--- src/design/gpm_pkg.sv ---
// constants shared by the general purpose port
package gpm_pkg;
  // -----------------------------------------------------------------
  // geometry
  // -----------------------------------------------------------------
  localparam int NUM_PINS = 7;
  localparam int SEL_W = 2;
  localparam int SYNC_SETTLE = 3;

  // -----------------------------------------------------------------
  // per-pin function selection codes
  // -----------------------------------------------------------------
  localparam logic [1:0] SEL_PRIMARY = 2'h0;
  localparam logic [1:0] SEL_ALT1 = 2'h1;
  localparam logic [1:0] SEL_ALT2 = 2'h2;
  localparam logic [1:0] SEL_ALT3 = 2'h3;

  // -----------------------------------------------------------------
  // values after reset
  // -----------------------------------------------------------------
  localparam logic [6:0] PIN_VEC_RST = 7'h00;
  localparam logic [6:0] SYNC_RST = 7'h7f;
  localparam logic [6:0] READ_RST = 7'h7f;
  localparam logic PERIPH_IN_RST = 1'h1;
  localparam logic [1:0] WARM_RST = 2'h0;
  localparam logic [1:0] WARM_MAX = 2'h3;
endpackage : gpm_pkg

--- src/design/gpm_pad_drv.sv ---
// output drive cell of one port pin
module gpm_pad_drv (
  input wire logic val_i,
  input wire logic en_i,
  input wire logic od_i,
  output logic out_o,
  output logic oe_o
);
  // -----------------------------------------------------------------
  // push-pull drives both levels, open drain only pulls low
  // -----------------------------------------------------------------
  always_comb begin
    if (od_i) begin
      out_o = 1'b0;
      oe_o = en_i & ~val_i;
    end else begin
      out_o = val_i;
      oe_o = en_i;
    end
  end
endmodule : gpm_pad_drv

--- src/design/gpm_port.sv ---
// seven-pin general purpose port with alternate function routing

module gpm_port (
  input wire logic clk_i,
  input wire logic rst_i,
  input wire logic [6:0] sw_out_i,
  input wire logic [6:0] sw_oe_i,
  input wire logic [6:0] in_en_i,
  input wire logic [6:0] pu_en_i,
  input wire logic [6:0] pd_en_i,
  input wire logic [6:0] od_en_i,
  input wire logic [13:0] out_sel_i,
  input wire logic [13:0] in_sel_i,
  input wire logic spi_txd_i,
  input wire logic spi_txd_oe_i,
  input wire logic spi_clk_out_i,
  input wire logic spi_clk_out_oe_i,
  input wire logic spi_fs_out_i,
  input wire logic spi_fs_out_oe_i,
  input wire logic dbg_data_out_i,
  input wire logic dbg_data_oe_i,
  input wire logic uart_txd_i,
  input wire logic uart_txd_oe_i,
  input wire logic pwm_i,
  input wire logic pwm_oe_i,
  input wire logic [6:0] pad_in_i,
  output logic [6:0] pad_out_o,
  output logic [6:0] pad_oe_o,
  output logic [6:0] pull_up_o,
  output logic [6:0] pull_dn_o,
  output logic [6:0] sw_in_o,
  output logic spi_rxd_o,
  output logic spi_clock_input_o,
  output logic spi_fs_in_o,
  output logic uart_rxd_o,
  output logic dbg_clk_o,
  output logic dbg_data_in_o
);
  // -----------------------------------------------------------------
  // state
  // -----------------------------------------------------------------
  typedef struct packed {
    logic [6:0] sync1;
    logic [6:0] sync2;
    logic [6:0] pad_out;
    logic [6:0] pad_oe;
    logic [6:0] pull_up;
    logic [6:0] pull_dn;
    logic [6:0] sw_in;
    logic spi_rxd;
    logic spi_clock_input;
    logic spi_fs_in;
    logic uart_rxd;
    logic dbg_clk;
    logic dbg_data_in;
    logic [1:0] warm;
  } gpm_state_t;

  gpm_state_t state_q;
  gpm_state_t state_d;

  // -----------------------------------------------------------------
  // alternate output sources, a value and an enable vector per choice
  // -----------------------------------------------------------------
  logic [6:0] alt1_val;
  logic [6:0] alt1_en;
  logic [6:0] alt2_val;
  logic [6:0] alt2_en;
  logic [6:0] alt3_val;
  logic [6:0] alt3_en;
  logic [6:0] sel_val;
  logic [6:0] sel_en;
  logic [6:0] drv_out;
  logic [6:0] drv_oe;

  // unmapped and reserved slots stay undriven
  assign alt1_val = {dbg_data_out_i, 2'h0, spi_fs_out_i, 1'h0,
                     spi_clk_out_i, spi_txd_i};
  assign alt1_en = {dbg_data_oe_i, 2'h0, spi_fs_out_oe_i, 1'h0,
                    spi_clk_out_oe_i, spi_txd_oe_i};
  assign alt2_val = {4'h0, uart_txd_i, 1'h0, uart_txd_i};
  assign alt2_en = {4'h0, uart_txd_oe_i, 1'h0, uart_txd_oe_i};
  assign alt3_val = {4'h0, pwm_i, pwm_i, pwm_i};
  assign alt3_en = {4'h0, pwm_oe_i, pwm_oe_i, pwm_oe_i};

  // -----------------------------------------------------------------
  // per-pin source mux and drive cell
  // -----------------------------------------------------------------
  // one process drives the whole select vectors
  always_comb begin
    sel_val = '0;
    sel_en = '0;
    for (int k = 0; k < gpm_pkg::NUM_PINS; k++) begin
      unique case (out_sel_i[2*k +: 2])
        gpm_pkg::SEL_ALT1: begin
          sel_val[k] = alt1_val[k];
          sel_en[k] = alt1_en[k];
        end
        gpm_pkg::SEL_ALT2: begin
          sel_val[k] = alt2_val[k];
          sel_en[k] = alt2_en[k];
        end
        gpm_pkg::SEL_ALT3: begin
          sel_val[k] = alt3_val[k];
          sel_en[k] = alt3_en[k];
        end
        gpm_pkg::SEL_PRIMARY: begin
          sel_val[k] = sw_out_i[k];
          sel_en[k] = sw_oe_i[k];
        end
      endcase
    end
  end

  for (genvar k = 0; k < gpm_pkg::NUM_PINS; k++) begin : g_pin
    gpm_pad_drv u_drv (
      .val_i(sel_val[k]),
      .en_i(sel_en[k]),
      .od_i(od_en_i[k]),
      .out_o(drv_out[k]),
      .oe_o(drv_oe[k])
    );
  end

  // -----------------------------------------------------------------
  // next state
  // -----------------------------------------------------------------
  always_comb begin
    logic [6:0] in1;
    logic [6:0] in2;
    in1 = '0;
    in2 = '0;
    state_d = state_q;
    for (int k = 0; k < gpm_pkg::NUM_PINS; k++) begin
      in1[k] = in_en_i[k] && (in_sel_i[2*k +: 2] == gpm_pkg::SEL_ALT1);
      in2[k] = in_en_i[k] && (in_sel_i[2*k +: 2] == gpm_pkg::SEL_ALT2);
    end
    // first stage feeds only the second
    state_d.sync1 = pad_in_i;
    state_d.sync2 = state_q.sync1;
    state_d.pad_out = drv_out;
    state_d.pad_oe = drv_oe;
    state_d.pull_up = pu_en_i;
    state_d.pull_dn = pd_en_i;
    state_d.sw_in = state_q.sync2 | ~in_en_i;
    state_d.spi_rxd = in1[2] ? state_q.sync2[2] : 1'b1;
    state_d.spi_clock_input = in1[4] ? state_q.sync2[4] : 1'b1;
    state_d.spi_fs_in = in1[5] ? state_q.sync2[5] : 1'b1;
    state_d.dbg_data_in = in1[6] ? state_q.sync2[6] : 1'b1;
    state_d.dbg_clk = in2[5] ? state_q.sync2[5] : 1'b1;
    if (in2[0]) begin
      state_d.uart_rxd = state_q.sync2[0];
    end else if (in2[2]) begin
      state_d.uart_rxd = state_q.sync2[2];
    end else begin
      state_d.uart_rxd = 1'b1;
    end
    if (state_q.warm != gpm_pkg::WARM_MAX) begin
      state_d.warm = state_q.warm + 2'h1;
    end
  end

  always_ff @(posedge clk_i or posedge rst_i) begin
    if (rst_i) begin
      state_q.sync1 <= gpm_pkg::SYNC_RST;
      state_q.sync2 <= gpm_pkg::SYNC_RST;
      state_q.pad_out <= gpm_pkg::PIN_VEC_RST;
      state_q.pad_oe <= gpm_pkg::PIN_VEC_RST;
      state_q.pull_up <= gpm_pkg::PIN_VEC_RST;
      state_q.pull_dn <= gpm_pkg::PIN_VEC_RST;
      state_q.sw_in <= gpm_pkg::READ_RST;
      state_q.spi_rxd <= gpm_pkg::PERIPH_IN_RST;
      state_q.spi_clock_input <= gpm_pkg::PERIPH_IN_RST;
      state_q.spi_fs_in <= gpm_pkg::PERIPH_IN_RST;
      state_q.uart_rxd <= gpm_pkg::PERIPH_IN_RST;
      state_q.dbg_clk <= gpm_pkg::PERIPH_IN_RST;
      state_q.dbg_data_in <= gpm_pkg::PERIPH_IN_RST;
      state_q.warm <= gpm_pkg::WARM_RST;
    end else begin
      state_q <= state_d;
    end
  end

  // -----------------------------------------------------------------
  // outputs
  // -----------------------------------------------------------------
  assign pad_out_o = state_q.pad_out;
  assign pad_oe_o = state_q.pad_oe;
  assign pull_up_o = state_q.pull_up;
  assign pull_dn_o = state_q.pull_dn;
  assign sw_in_o = state_q.sw_in;
  assign spi_rxd_o = state_q.spi_rxd;
  assign spi_clock_input_o = state_q.spi_clock_input;
  assign spi_fs_in_o = state_q.spi_fs_in;
  assign uart_rxd_o = state_q.uart_rxd;
  assign dbg_clk_o = state_q.dbg_clk;
  assign dbg_data_in_o = state_q.dbg_data_in;

  logic settled;
  assign settled = (state_q.warm == gpm_pkg::WARM_MAX);

  // first edge after reset still shows reset values, not the inputs
  logic live;
  assign live = (state_q.warm != gpm_pkg::WARM_RST);
endmodule : gpm_port

--- config.mk ---
export PLATFORM = sky130hd
export DESIGN_NAME = gpm_port
export DESIGN_NICKNAME = d
export VERILOG_FILES = /design/src/design/gpm_pkg.sv /design/src/design/gpm_pad_drv.sv /design/src/design/gpm_port.sv
export SDC_FILE = /design/constraint.sdc
export NUM_CORES = 1
export LEC_CHECK = 0
export BUFFER_PORTS_ARGS = -buffer_cell sky130_fd_sc_hd__clkbuf_2
export CELL_PAD_IN_SITES_DETAIL_PLACEMENT = 1
export CELL_PAD_IN_SITES_GLOBAL_PLACEMENT = 1
export CORE_MARGIN = 1.5
export CORE_UTILIZATION = 34
export DETAILED_ROUTE_END_ITERATION = 16
export GPL_TIMING_DRIVEN = 0
export HOLD_SLACK_MARGIN = 0.15
export PLACE_DENSITY_LB_ADDON = 0.1
export SLEW_MARGIN = 25
export SYNTH_ARGS = -nofsm -noshare
export SYNTH_HDL_FRONTEND = slang
export SYNTH_SLANG_ARGS = --single-unit
--- constraint.sdc ---
create_clock -name clk_i -period 3.8 [get_ports clk_i]
set_clock_uncertainty 0.15 [all_clocks]
set_input_delay 0.19 -clock clk_i [delete_from_list [all_inputs] [get_ports clk_i]]
set_output_delay 0.19 -clock clk_i [all_outputs]
set_load 0.02 [all_outputs]
Word level (Yosys, flattened, before mapping)
Cells that the tools add are included.

storage, ports and cells
  register bits = 55
  input bits = 91
  output and inout bits = 41
  logic and storage cells = 110

operators by class
  equal/unequal tests = 28
  muxes and demuxes = 35
  bitwise gates (word level) = 16
  reduce and logical (&&, ||, !) cells = 18

operators with widths
  operator              count
  $eq A2 B2 Y1 const B  17
  $pmux W1 S4           6
  $eq A2 B1 Y1 const B  11
  $mux W1               21
  $logic_not A2 Y1      7
  $pmux W1 S3           4
  $pmux W1 S2           4
  $and A1 B1 Y1         7
  $logic_and A1 B1 Y1   7
  $not A1 Y1            7
  $not A7 Y7            1
  $or A7 B7 Y7          1
  $reduce_or A3 Y1      2
  $reduce_or A2 Y1      2

Depth between registers and ports, before layout
Gate-level depths: netlist (run 1).

  depth in word-level cells = 6
  depth in mapped cells = 3
  mapped depth without buffers = 3

Hierarchy
A second synthesis (run 1) with hierarchy kept.

unflattened totals
  cells, all modules = 145
  area total of the unflattened synthesis = 2132.0 um^2

modules (own cells, without submodules)
  module       times used  cells each  area each (um^2)
  gpm_port     1           131         2035.7
  gpm_pad_drv  7           2           13.8

Least setup slack after synthesis (run 1)
No wires, ideal clock.

  path type = register -> register
  from = reg state_q[49] in the netlist's numbering
  to = reg state_q, in the netlist dbg_data_in_o
  setup time = 92 ps
  arrival time = 889 ps
  data required time = 3558 ps
  path slack = 2669 ps
  cell stages (with the launch flop) = 3
  buffers on the path = 0
  cell sequence = dfstp_2 nand2b_1 or3b_2

RTL lines
  item                    RTL line         source
  start, declared         gpm_port.sv:59   gpm_state_t state_q;
  start signal, assigned  gpm_port.sv:180  state_q <= state_d;

==> results of run 1 <==
[final cells by class]
type                    instances  area [sq um]
fillers                       661          2300
multi-input cells              52           400
well taps                      75          93.8
diodes                          1          2.50
clock buffers                   6          72.6
repair buffers                194          1310
clock inverters                 2          60.1
flip-flops and latches         55          1410
inverters                       3          13.8
plain buffers                  35           263
[logic make-up (layout without fill, tap and decap cells)]
family          count (synthesis)  count (layout)  share of synthesized area [%]
flops                          55              55                           67.6
buf+inv                        38             240                           13.1
simple gates                   30              30                           8.40
compound gates                 11              11                           3.72
mux                            11              11                           7.08
other cells                     0               1                              0
[registers in the layout (all words and copies together) (netlist names), 7 cells and up]
name / cells
pad_out_o: 7
pad_oe_o: 7
state_q: 7
pull_dn_o: 7
pull_up_o: 7
sw_in_o: 7
state_d: 7
[repair_timing]
| item | in CTS | in global routing |
|---|---|---|
| buffers inserted | 0 | 0 |
| hold endpoints to repair | 76 | 0 |
| hold buffers | 67 | 0 |
[report_power, final]
group          switching, W  internal [W]
registers        0.00000769      0.000625
logic             0.0000937      0.000132
clock network      0.000174      0.000263
[cells in the final DEF (no fill, tap or decap), drive strengths merged]
cell type / n
nand2b: 5
inv: 3
buf: 35
bufinv: 2
a22oi: 2
dfstp: 27
a21boi: 1
mux4: 2
nor2b: 3
a32oi: 2
a31oi: 2
a211oi: 2
a21oi: 2
clkbuf: 133
nor3b: 2
or3b: 2
nor4b: 2
mux2: 7
nor2: 7
diode: 1
mux2i: 2
nand2: 5
dfrtp: 28
dlygate4sd3: 67
nand3b: 4
[critical path: cells and delay by family]
family	cells	cell delay [ns]
simple gates	2	0.37
buf+inv	3	1.18
mux	1	0.27
[routing by layer]
metal	up-vias	wire length, microns
met5	-	0
met4	0	87
met3	6	414
met2	79	2830
met1	870	1780
li1	854	-
[stage by stage]
stage / hold WS [ns] / total power [W] / utilization (%)
floorplan: 0.0445 / 0.000736 / -
finish: 0.202 / 0.00130 / 61.2
CTS: 0.206 / 0.00131 / 61.1
global placement: 0.129 / 0.000810 / 47.5
global route: 0.202 / 0.00136 / 61.2
detailed placement: 0.130 / 0.000817 / 47.6
[path summary, 6_finish.rpt]
path,from,endpoint
max in group asynchronous,rst_i,pull_dn_o[4]$_DFF_PP0_
min in group asynchronous,rst_i,pull_dn_o[2]$_DFF_PP0_
setup reg to reg,state_q[45]$_DFF_PP1_,uart_rxd_o$_DFF_PP1_
hold reg to reg,state_d[48]$_DFF_PP1_,state_q[48]$_DFF_PP1_
hold / removal,sw_out_i[0],pad_out_o[0]$_DFF_PP0_
setup / recovery,in_en_i[2],uart_rxd_o$_DFF_PP1_
==> run_results.csv, run 1 <==
group,metric,value,unit
setup_path,crit_top_cell,"dlygate4sd3_1",
placement,place_congestion,0.703,
flow_run,maxCapViolCount,0,
detailed_routing,wl_per_cell,12.1,microns
synth,synth_area,2080,sq um
setup_path,cp_cell_sequence,"dlygate4sd3_1 > clkbuf_2 > nor2b_1 > nand3b_1 > mux2_2 > dlygate4sd3_1",
power,vdd_ir_drop_max,0.000181,V
sta,grt_setup_unrepaired,"false",
sta,fmax,0.517,GHz
placement,portBuffers,127,
hold_path,hold_depth,3,
setup_path,arrival,2.01,ns
detailed_routing,route.vias.total,1809,
sta,layout_setup_ws,1.86,ns
die,rows,28,
placement,detailed_place_hpwl,3.36,mm
clock_tree,ctsRootBufferMaster,"clkbuf_8",
synth,synth_top_area_cell,"dfstp_2",
synth,synth_most_common_cell,"buf_4",
setup_path,start_kind,"input pin",
final_layout,nets,437,
detailed_routing,routed_wl,5.11,mm
synth,synth_edf_count,0,
setup_path,rr_worst_depth,4,
global_route,grt_use_met2,29.8,%
synth,synth_seq_cells,55,
detailed_routing,first_iter_violations,45,
global_route,grt-busiest-layer,"met2",
clock_tree,max-clock-path-buffers,2,
power,leakagePower,1.82,nW
setup_path,end_kind,"register",
global_route,met1_usage,16.4,%
hold_path,hp-class,"in2reg",
sta,finalSetupViolations,0,
global_route,antenna_found_initial,1,
global_route,grt_max_degree,56,
clock_tree,tritoncts,"built",
final_layout,final_cells,423,
sta,fin_crit,1.94,ns
detailed_routing,dr.pass1.iters,2,
clock_tree,clk_latency,0.29,ns
final_layout,design_area,3620,sq um
clock_tree,numClockSinks,55,
clock_tree,cts_buffers,5,
die,ioPinCount,132,
die,dieArea,6610,sq um
sta,finalSetupTns,0,ns
detailed_routing,drc_errors,0,
run_status,outcome,"completed",
placement,dp.cells,347,
placement,pre_cts_ws,2.53,ns
die,coreArea,5920,sq um
global_route,grt_util_all_layers,15.8,%
sta,final_hold_viol_count,0,
global_route,first_global_vias,1782,
setup_path,regToRegSetupSlack,2.03,ns
synth,synthCells,145,
synth,synth_async_sr_flop_share,100,%
setup_path,path_class,"in2reg",
synth,syn_nets,236,
synth,ys_top_cells_by_area,"dfstp_2 34%, dfrtp_1 34%, buf_4 13%, mux2_2 3.8%, nand2b_1 1.5%",
die,die_w,81.3,microns
sta,post-route-period-util,50.9,%
setup_path,cpPeakStageDelay,0.56,ns
synth,synth_cell_type_count,22,
placement,placed_cell_area,2820,sq um
setup_path,cp_data_required_time,3.87,ns
sta,drv_slew,0,
die,initial_core_util,35.2,%
sta,worst_slew_pin_slew,0.644,ns
clock_tree,h-tree-depth,2,
clock_tree,post_cts_resized,0,
synth,synth.avg_cell_area,14.4,sq um
global_route,use_met3,4.83,%
detailed_routing,vias_per_cell,4.28,
setup_path,cpMaxStageDelayCell,"dlygate4sd3_1",
synth,synth_common_cells,"35 x buf_4, 28 x dfrtp_1, 27 x dfstp_2",
final_layout,drive_gt1_share,59.7,%
global_route,grt_pass1_wl,7.85,mm
synth,synth_flop_cell,"dfrtp_1",
die,die_h,81.3,microns
synth,synth_top_area_share,34.0,%
sta,relSlewSlack,57.0,%
synth,synth_warnings,0,
setup_path,critical_path.max_fanout,3,
synth,ys_seq_area_share,67.6,%
power,p_per_area,358,nW/um^2
global_route,overflow,0,
detailed_routing,ant_nets,0,
clock_tree,clk_pin_slew,0.09,ns
final_layout,area_growth,73.8,%
Note: power is estimated with default switching activity, not from simulation.
==> inputs of run 2 (changes only) <==
--- a/config.mk
+++ b/config.mk
@@ -5,11 +5,12 @@
 export SDC_FILE = /design/constraint.sdc
 export NUM_CORES = 1
 export LEC_CHECK = 0
+export ABC_AREA = 1
 export BUFFER_PORTS_ARGS = -buffer_cell sky130_fd_sc_hd__clkbuf_2
 export CELL_PAD_IN_SITES_DETAIL_PLACEMENT = 1
 export CELL_PAD_IN_SITES_GLOBAL_PLACEMENT = 1
 export CORE_MARGIN = 1.5
-export CORE_UTILIZATION = 34
+export CORE_UTILIZATION = 28
 export DETAILED_ROUTE_END_ITERATION = 16
 export GPL_TIMING_DRIVEN = 0
 export HOLD_SLACK_MARGIN = 0.15
==> constraint.sdc (replaced) <==
create_clock -name clk_i -period 1.6 [get_ports clk_i]
set_clock_uncertainty 0.15 [all_clocks]
set_input_delay 0.08 -clock clk_i [delete_from_list [all_inputs] [get_ports clk_i]]
set_output_delay 0.08 -clock clk_i [all_outputs]
set_load 0.02 [all_outputs]
==> run 2 against run 1 <==
  * Design area rose by 11%
  * Via count up 19%
  * Register-to-register slack worse by 2.0 ns
  * Largest cell class unchanged
  * Die area increased by 27%
  * Power is 120% higher
  * Highest routed layer unchanged
  * Sequential share of layout area shrank 3.9 points
==> run_results.csv, run 2 <==
group,metric,value,unit
detailed_routing,vias_per_cell,4.00,
run_status,outcome,"completed",
setup_path,path_class,"in2reg",
setup_path,start_kind,"input pin",
die,die_h,91.5,microns
synth,synth_most_common_cell,"buf_4",
sta,finalSetupViolations,0,
setup_path,cp_cell_sequence,"dlygate4sd3_1 > clkbuf_2 > or3_1 > dlygate4sd3_1",
setup_path,end_kind,"register",
clock_tree,clk_pin_slew,0.11,ns
synth,ys_top_cells_by_area,"dfstp_2 32%, dfrtp_1 32%, buf_4 12%, inv_1 5.1%, nand2_1 5.1%",
final_layout,final_cell_mix,"126 x clkbuf_2, 91 x dlygate4sd3_1, 35 x buf_4, 29 x inv_1, 29 x nand2_1",
clock_tree,clk_latency,0.30,ns
final_layout,finish.utilization,52.7,%
die,rows,32,
global_route,antenna_found_initial,0,
hold_path,hp-class,"in2reg",
sta,holdWs,0.127,ns
flow_run,maxCapViolCount,0,
die,initial_core_util,28.7,%
die,ioPinCount,132,
synth,synth_common_cells,"35 x buf_4, 30 x inv_1, 30 x nand2_1",
power,vdd_ir_drop_max,0.000343,V
synth,synth_async_sr_flop_share,100,%
power,p_per_area,716,nW/um^2
global_route,overflow,0,
power,leakagePower,2.14,nW
global_route,grt_util_all_layers,15.5,%
sta,worst_slew_pin_slew,0.254,ns
die,die_w,91.5,microns
final_layout,regArea,1410,sq um
setup_path,path_buf_inv,3,
synth,synth_warnings,0,
setup_path,cpMaxStageDelayCell,"dlygate4sd3_1",
synth,synth.avg_cell_area,10.7,sq um
global_route,first_global_vias,2306,
sta,post-route-period-util,97.5,%
synth,syn_nets,296,
synth,synth_flop_cell,"dfrtp_1",
setup_path,critical_path.top_delay_family,"buffers and inverters",
detailed_routing,dr.pass1.iters,4,
clock_tree,cts_buffers,5,
sta,grt_setup_unrepaired,"false",
synth,ys_seq_area_share,64.3,%
setup_path,crit_top_cell,"dlygate4sd3_1",
sta,fin_crit,1.56,ns
detailed_routing,route.vias.total,2144,
clock_tree,numClockSinks,55,
placement,place_congestion,0.749,
final_layout,multiInputGateArea,410,sq um
final_layout,nets,524,
global_route,grt_max_degree,54,
synth,synthCells,205,
setup_path,critical_path.max_fanout,2,
setup_path,cpPeakStageDelay,0.56,ns
sta,final_hold_viol_count,0,
synth,synth_cell_type_count,17,
global_route,grt_pass1_wl,10.2,mm
setup_path,arrival,1.64,ns
synth,synth_area,2190,sq um
sta,fmax,0.641,GHz
synth,synth_edf_count,0,
clock_tree,h-tree-depth,2,
sta,drv_slew,0,
die,dieArea,8370,sq um
detailed_routing,routed_wl,6.36,mm
synth,synth_top_area_share,32.3,%
detailed_routing,first_iter_violations,39,
final_layout,final_common_cell,"clkbuf_2",
synth,synth_seq_cells,55,
clock_tree,max-clock-path-buffers,2,
clock_tree,ctsRootBufferMaster,"clkbuf_8",
detailed_routing,ant_nets,0,
clock_tree,tritoncts,"built",
detailed_routing,drc_errors,0,
synth,synth_top_area_cell,"dfstp_2",
power,fin_total_pwr,0.00288,W
final_layout,area_growth,83.6,%
final_layout,fillers,885,
detailed_routing,wl_per_cell,11.9,microns
sta,relSlewSlack,83.0,%
final_layout,diodes,0,
placement,detailed_place_hpwl,3.69,mm
setup_path,cp_data_required_time,1.68,ns
placement,portBuffers,127,
final_layout,drive_gt1_share,47.9,%
die,coreArea,7650,sq um
==> run 2: changes by cell type in the layout (fill, tap and decap cells not counted), moves of 3 or more <==
| cell | delta |
|---|---|
| a21oi_1 | +3 |
| dlygate4sd3_1 | +24 |
| dlymetal6s4s_1 | +3 |
| inv_1 | +27 |
| mux2_2 | -7 |
| nand2_1 | +24 |
| nand2b_1 | -5 |
| nand3_1 | +17 |
| nand3_2 | +4 |
| nor2_1 | +7 |
| nor2b_1 | -3 |
==> run 2: final timing paths <==
| check | startpoint | endpoint | slack, ns | cells after the start |
|---|---|---|---|---|
| worst max-delay path | in_sel_i[5] | spi_rxd_o$_DFF_PP1_ | 0.04 | 4 |
| worst min-delay path | out_sel_i[2] | pad_oe_o[1]$_DFF_PP0_ | 0.13 | 6 |
| worst max register to register | state_q[45]$_DFF_PP1_ | spi_rxd_o$_DFF_PP1_ | 0.06 | 4 |
| worst min register to register | state_d[46]$_DFF_PP1_ | state_q[46]$_DFF_PP1_ | 0.20 | 0 |
| max in group asynchronous | rst_i | state_d[46]$_DFF_PP1_ | 0.20 | 5 |
| min in group asynchronous | rst_i | pad_out_o[6]$_DFF_PP0_ | 0.59 | 4 |
==> run 2: layout make-up <==
type,count,area share [%]
timing repair buffer,221,39.9
sequential,55,35.0
multi-input combinational,83,10.2
buffer,35,6.52
tap,102,3.17
inverter,32,3.04
clock buffer,5,1.71
clock inverter,3,0.466
==> run 2: metal layers <==
metal | global-route usage, % | routed length [microns] | up-vias | part of all wire, %
met1 | 15.2 | 2270 | 1011 | 36
met2 | 31.7 | 3670 | 77 | 58
li1 | - | - | 1050 | -
met5 | 0 | 0 | - | 0
met4 | 4.95 | 91 | 0 | 1.4
met3 | 2.76 | 334 | 6 | 5.3
==> run 2: power breakdown <==
part	internal (W)	total [W]	switching, W	leakage, nW
registers	0.00148	0.00150	0.0000191	0.632
logic	0.000359	0.000631	0.000273	1.46
clock network	0.000309	0.000748	0.000439	0.0483
total	0.00215	0.00288	0.000731	2.14
==> run 2: logic make-up (layout without fill, tap and decap cells) <==
group,after synthesis,after routing,synth area share [%]
simple gates,72,72,15.6
buf+inv,67,296,17.5
flops,55,55,64.3
compound gates,11,11,2.68
==> run 2: through the flow <==
stage	setup TNS (ns)	std cells	worst slack, ns	cell area, sq um
floorplan	0	205	0.0718	2190
global placement	-23.43	434	-0.666	2960
detailed placement	0	435	0.554	2990
CTS	0	535	0.0211	4000
global route	0	536	0.000206	4030
finish	0	536	0.0402	4030
==> run 2: worst reg2reg max path: stages, from the launching register on <==
cell and delay, ns:
dfstp_2 0.37, inv_1 0.05, nand2_2 0.05, or3_1 0.29, dlygate4sd3_1 0.56
==> run 2: repair_timing <==
action	in CTS	in global routing
setup endpoints to repair	0	7
endpoints found under the hold margin	103	3
hold buffers	92	3
resized for setup	0	8
setup buffers	0	0
==> inputs of run 3 (changes only) <==
--- a/config.mk
+++ b/config.mk
@@ -10,11 +10,12 @@
 export CELL_PAD_IN_SITES_DETAIL_PLACEMENT = 1
 export CELL_PAD_IN_SITES_GLOBAL_PLACEMENT = 1
 export CORE_MARGIN = 1.5
-export CORE_UTILIZATION = 28
+export CORE_UTILIZATION = 31
 export DETAILED_ROUTE_END_ITERATION = 16
 export GPL_TIMING_DRIVEN = 0
 export HOLD_SLACK_MARGIN = 0.15
 export PLACE_DENSITY_LB_ADDON = 0.1
+export RECOVER_POWER = 25
 export SLEW_MARGIN = 25
 export SYNTH_ARGS = -nofsm -noshare
 export SYNTH_HDL_FRONTEND = slang
==> constraint.sdc (replaced) <==
create_clock -name clk_i -period 1.7 [get_ports clk_i]
set_clock_uncertainty 0.15 [all_clocks]
set_input_delay 0.085 -clock clk_i [delete_from_list [all_inputs] [get_ports clk_i]]
set_output_delay 0.085 -clock clk_i [all_outputs]
set_load 0.02 [all_outputs]
==> run 3 against run 2 <==
  * Via count decreased by 0.37%
  * Worst hold slack improved by 0.075 ns
  * Worst setup slack improved by 0.035 ns
  * Critical path depth increased by 4
  * Final cell count down 1.9%
  * Sequential cell count stayed put
  * Clock power is 9.2% lower
  * Critical endpoint is now pad_oe_o[3]$_DFF_PP0_
  * Largest cell class unchanged
  * Largest power group unchanged
==> run_results.csv, run 3 (same netlist as run 2, synthesis figures left out) <==
group,metric,value,unit
final_layout,final_common_cell,"clkbuf_2",
die,coreArea,6830,sq um
power,leakagePower,2.09,nW
global_route,overflow,0,
final_layout,final_cell_mix,"127 x clkbuf_2, 89 x dlygate4sd3_1, 35 x buf_4, 30 x nand2_1, 29 x inv_1",
clock_tree,cts_buffers,5,
sta,holdWs,0.202,ns
detailed_routing,routed_wl,6.47,mm
clock_tree,numClockSinks,55,
setup_path,regToRegSetupSlack,0.09,ns
sta,finalSetupTns,0,ns
detailed_routing,ant_nets,0,
clock_tree,tritoncts,"built",
clock_tree,ctsRootBufferMaster,"clkbuf_8",
final_layout,area_growth,79.5,%
final_layout,design_area,3940,sq um
setup_path,start_kind,"input pin",
sta,relSlewSlack,25.9,%
die,ioPinCount,132,
die,rows,30,
flow_run,maxCapViolCount,0,
clock_tree,clk_pin_slew,0.09,ns
sta,post-route-period-util,95.6,%
detailed_routing,vias_per_cell,4.06,
detailed_routing,first_iter_violations,43,
die,dieArea,7590,sq um
clock_tree,post_cts_buffers,0,
sta,fin_crit,1.62,ns
setup_path,cp_data_required_time,1.75,ns
final_layout,diodes,0,
clock_tree,h-tree-depth,2,
detailed_routing,drc_errors,0,
placement,place_congestion,0.785,
detailed_routing,wl_per_cell,12.3,microns
setup_path,path_class,"in2reg",
clock_tree,clk_latency,0.29,ns
power,p_per_area,679,nW/um^2
global_route,grt_pass1_wl,10.3,mm
sta,drv_slew,0,
placement,detailed_place_hpwl,3.75,mm
final_layout,drive_gt1_share,47.4,%
sta,final_hold_viol_count,0,
hold_path,hp-class,"reg2reg",
die,initial_core_util,32.1,%
die,die_w,87.1,microns
die,die_h,87.1,microns
sta,worst_slew_pin_slew,1.11,ns
global_route,grt_util_all_layers,17.6,%
global_route,first_global_vias,2293,
placement,portBuffers,127,
global_route,antenna_found_initial,0,
final_layout,nets,520,
setup_path,end_kind,"register",
detailed_routing,dr.pass1.iters,4,
placement,placed_cell_area,2950,sq um
global_route,grt_max_degree,56,
sta,grt_setup_unrepaired,"false",
detailed_routing,route.vias.total,2136,
setup_path,arrival,1.68,ns
clock_tree,max-clock-path-buffers,2,
sta,fmax,0.615,GHz
run_status,outcome,"completed",
power,vdd_ir_drop_max,0.000368,V
sta,finalSetupViolations,0,
setup_path,critical_path.max_fanout,2,
-- run 3: area by class of cell --
| type | count | area (sq um) |
|---|---|---|
| Buffer | 35 | 263 |
| Clock buffer | 6 | 72.6 |
| Clock inverter | 2 | 12.5 |
| Fill cell | 809 | 2890 |
| Inverter | 32 | 120 |
| Multi-Input combinational cell | 83 | 400 |
| Sequential cell | 55 | 1410 |
| Tap cell | 96 | 120 |
| Timing Repair Buffer | 217 | 1540 |
-- run 3: report_power, final --
part	switching (W)	total [W]	internal [W]
Clock	0.000390	0.000679	0.000289
Combinational	0.000257	0.000580	0.000323
Sequential	0.0000173	0.00141	0.00140
Total	0.000664	0.00267	0.00201
-- run 3: worst paths after layout --
check                                 startpoint                          end  cells after the start
max reg2reg                state_q[47]$_DFF_PP1_  spi_clock_input_o$_DFF_PP1_                      4
min in group asynchronous                  rst_i       pull_up_o[2]$_DFF_PP0_                      3
max                                 spi_fs_out_i        pad_oe_o[3]$_DFF_PP0_                      8
min                        state_d[49]$_DFF_PP1_        state_q[49]$_DFF_PP1_                      0
min reg2reg                state_d[49]$_DFF_PP1_        state_q[49]$_DFF_PP1_                      0
max in group asynchronous                  rst_i        pad_oe_o[1]$_DFF_PP0_                      3
-- run 3: timing repair --
| action | CTS | global route |
|---|---|---|
| hold endpoints to repair | 103 | 0 |
| hold buffers | 90 | 0 |
| endpoints found under the setup margin | 0 | 3 |
| gates resized for setup | 0 | 3 |
-- run 3: layer usage --
metal	track usage, %	wire length (microns)	vias to the layer above
li1	-	-	1039
met1	17.4	2190	1025
met2	36.2	3850	66
met3	3.70	350	6
met4	5.05	91	0
met5	0	0	-
-- run 3: worst max-delay path, cell delays in order --
cell and delay, ns:
dlygate4sd3_1 0.56, clkbuf_2 0.11, inv_1 0.03, o21ai_1 0.18, dlygate4sd3_1 0.57, nand2_1 0.05
nand2_1 0.05, inv_1 0.04
-- run 3: through the flow --
stage / utilization [%] / worst slack [ns] / instances / power [W]
5_1_grt: 57.6 / 0.00208 / 526 / 0.00283
2_1_floorplan: - / 0.167 / 205 / 0.00166
3_3_place_gp: 43.2 / -0.509 / 428 / 0.00184
4_1_cts: 57.6 / 0.0981 / 526 / 0.00271
6_report: 57.6 / 0.0753 / 526 / 0.00267
3_5_place_dp: 43.2 / 0.664 / 428 / 0.00185
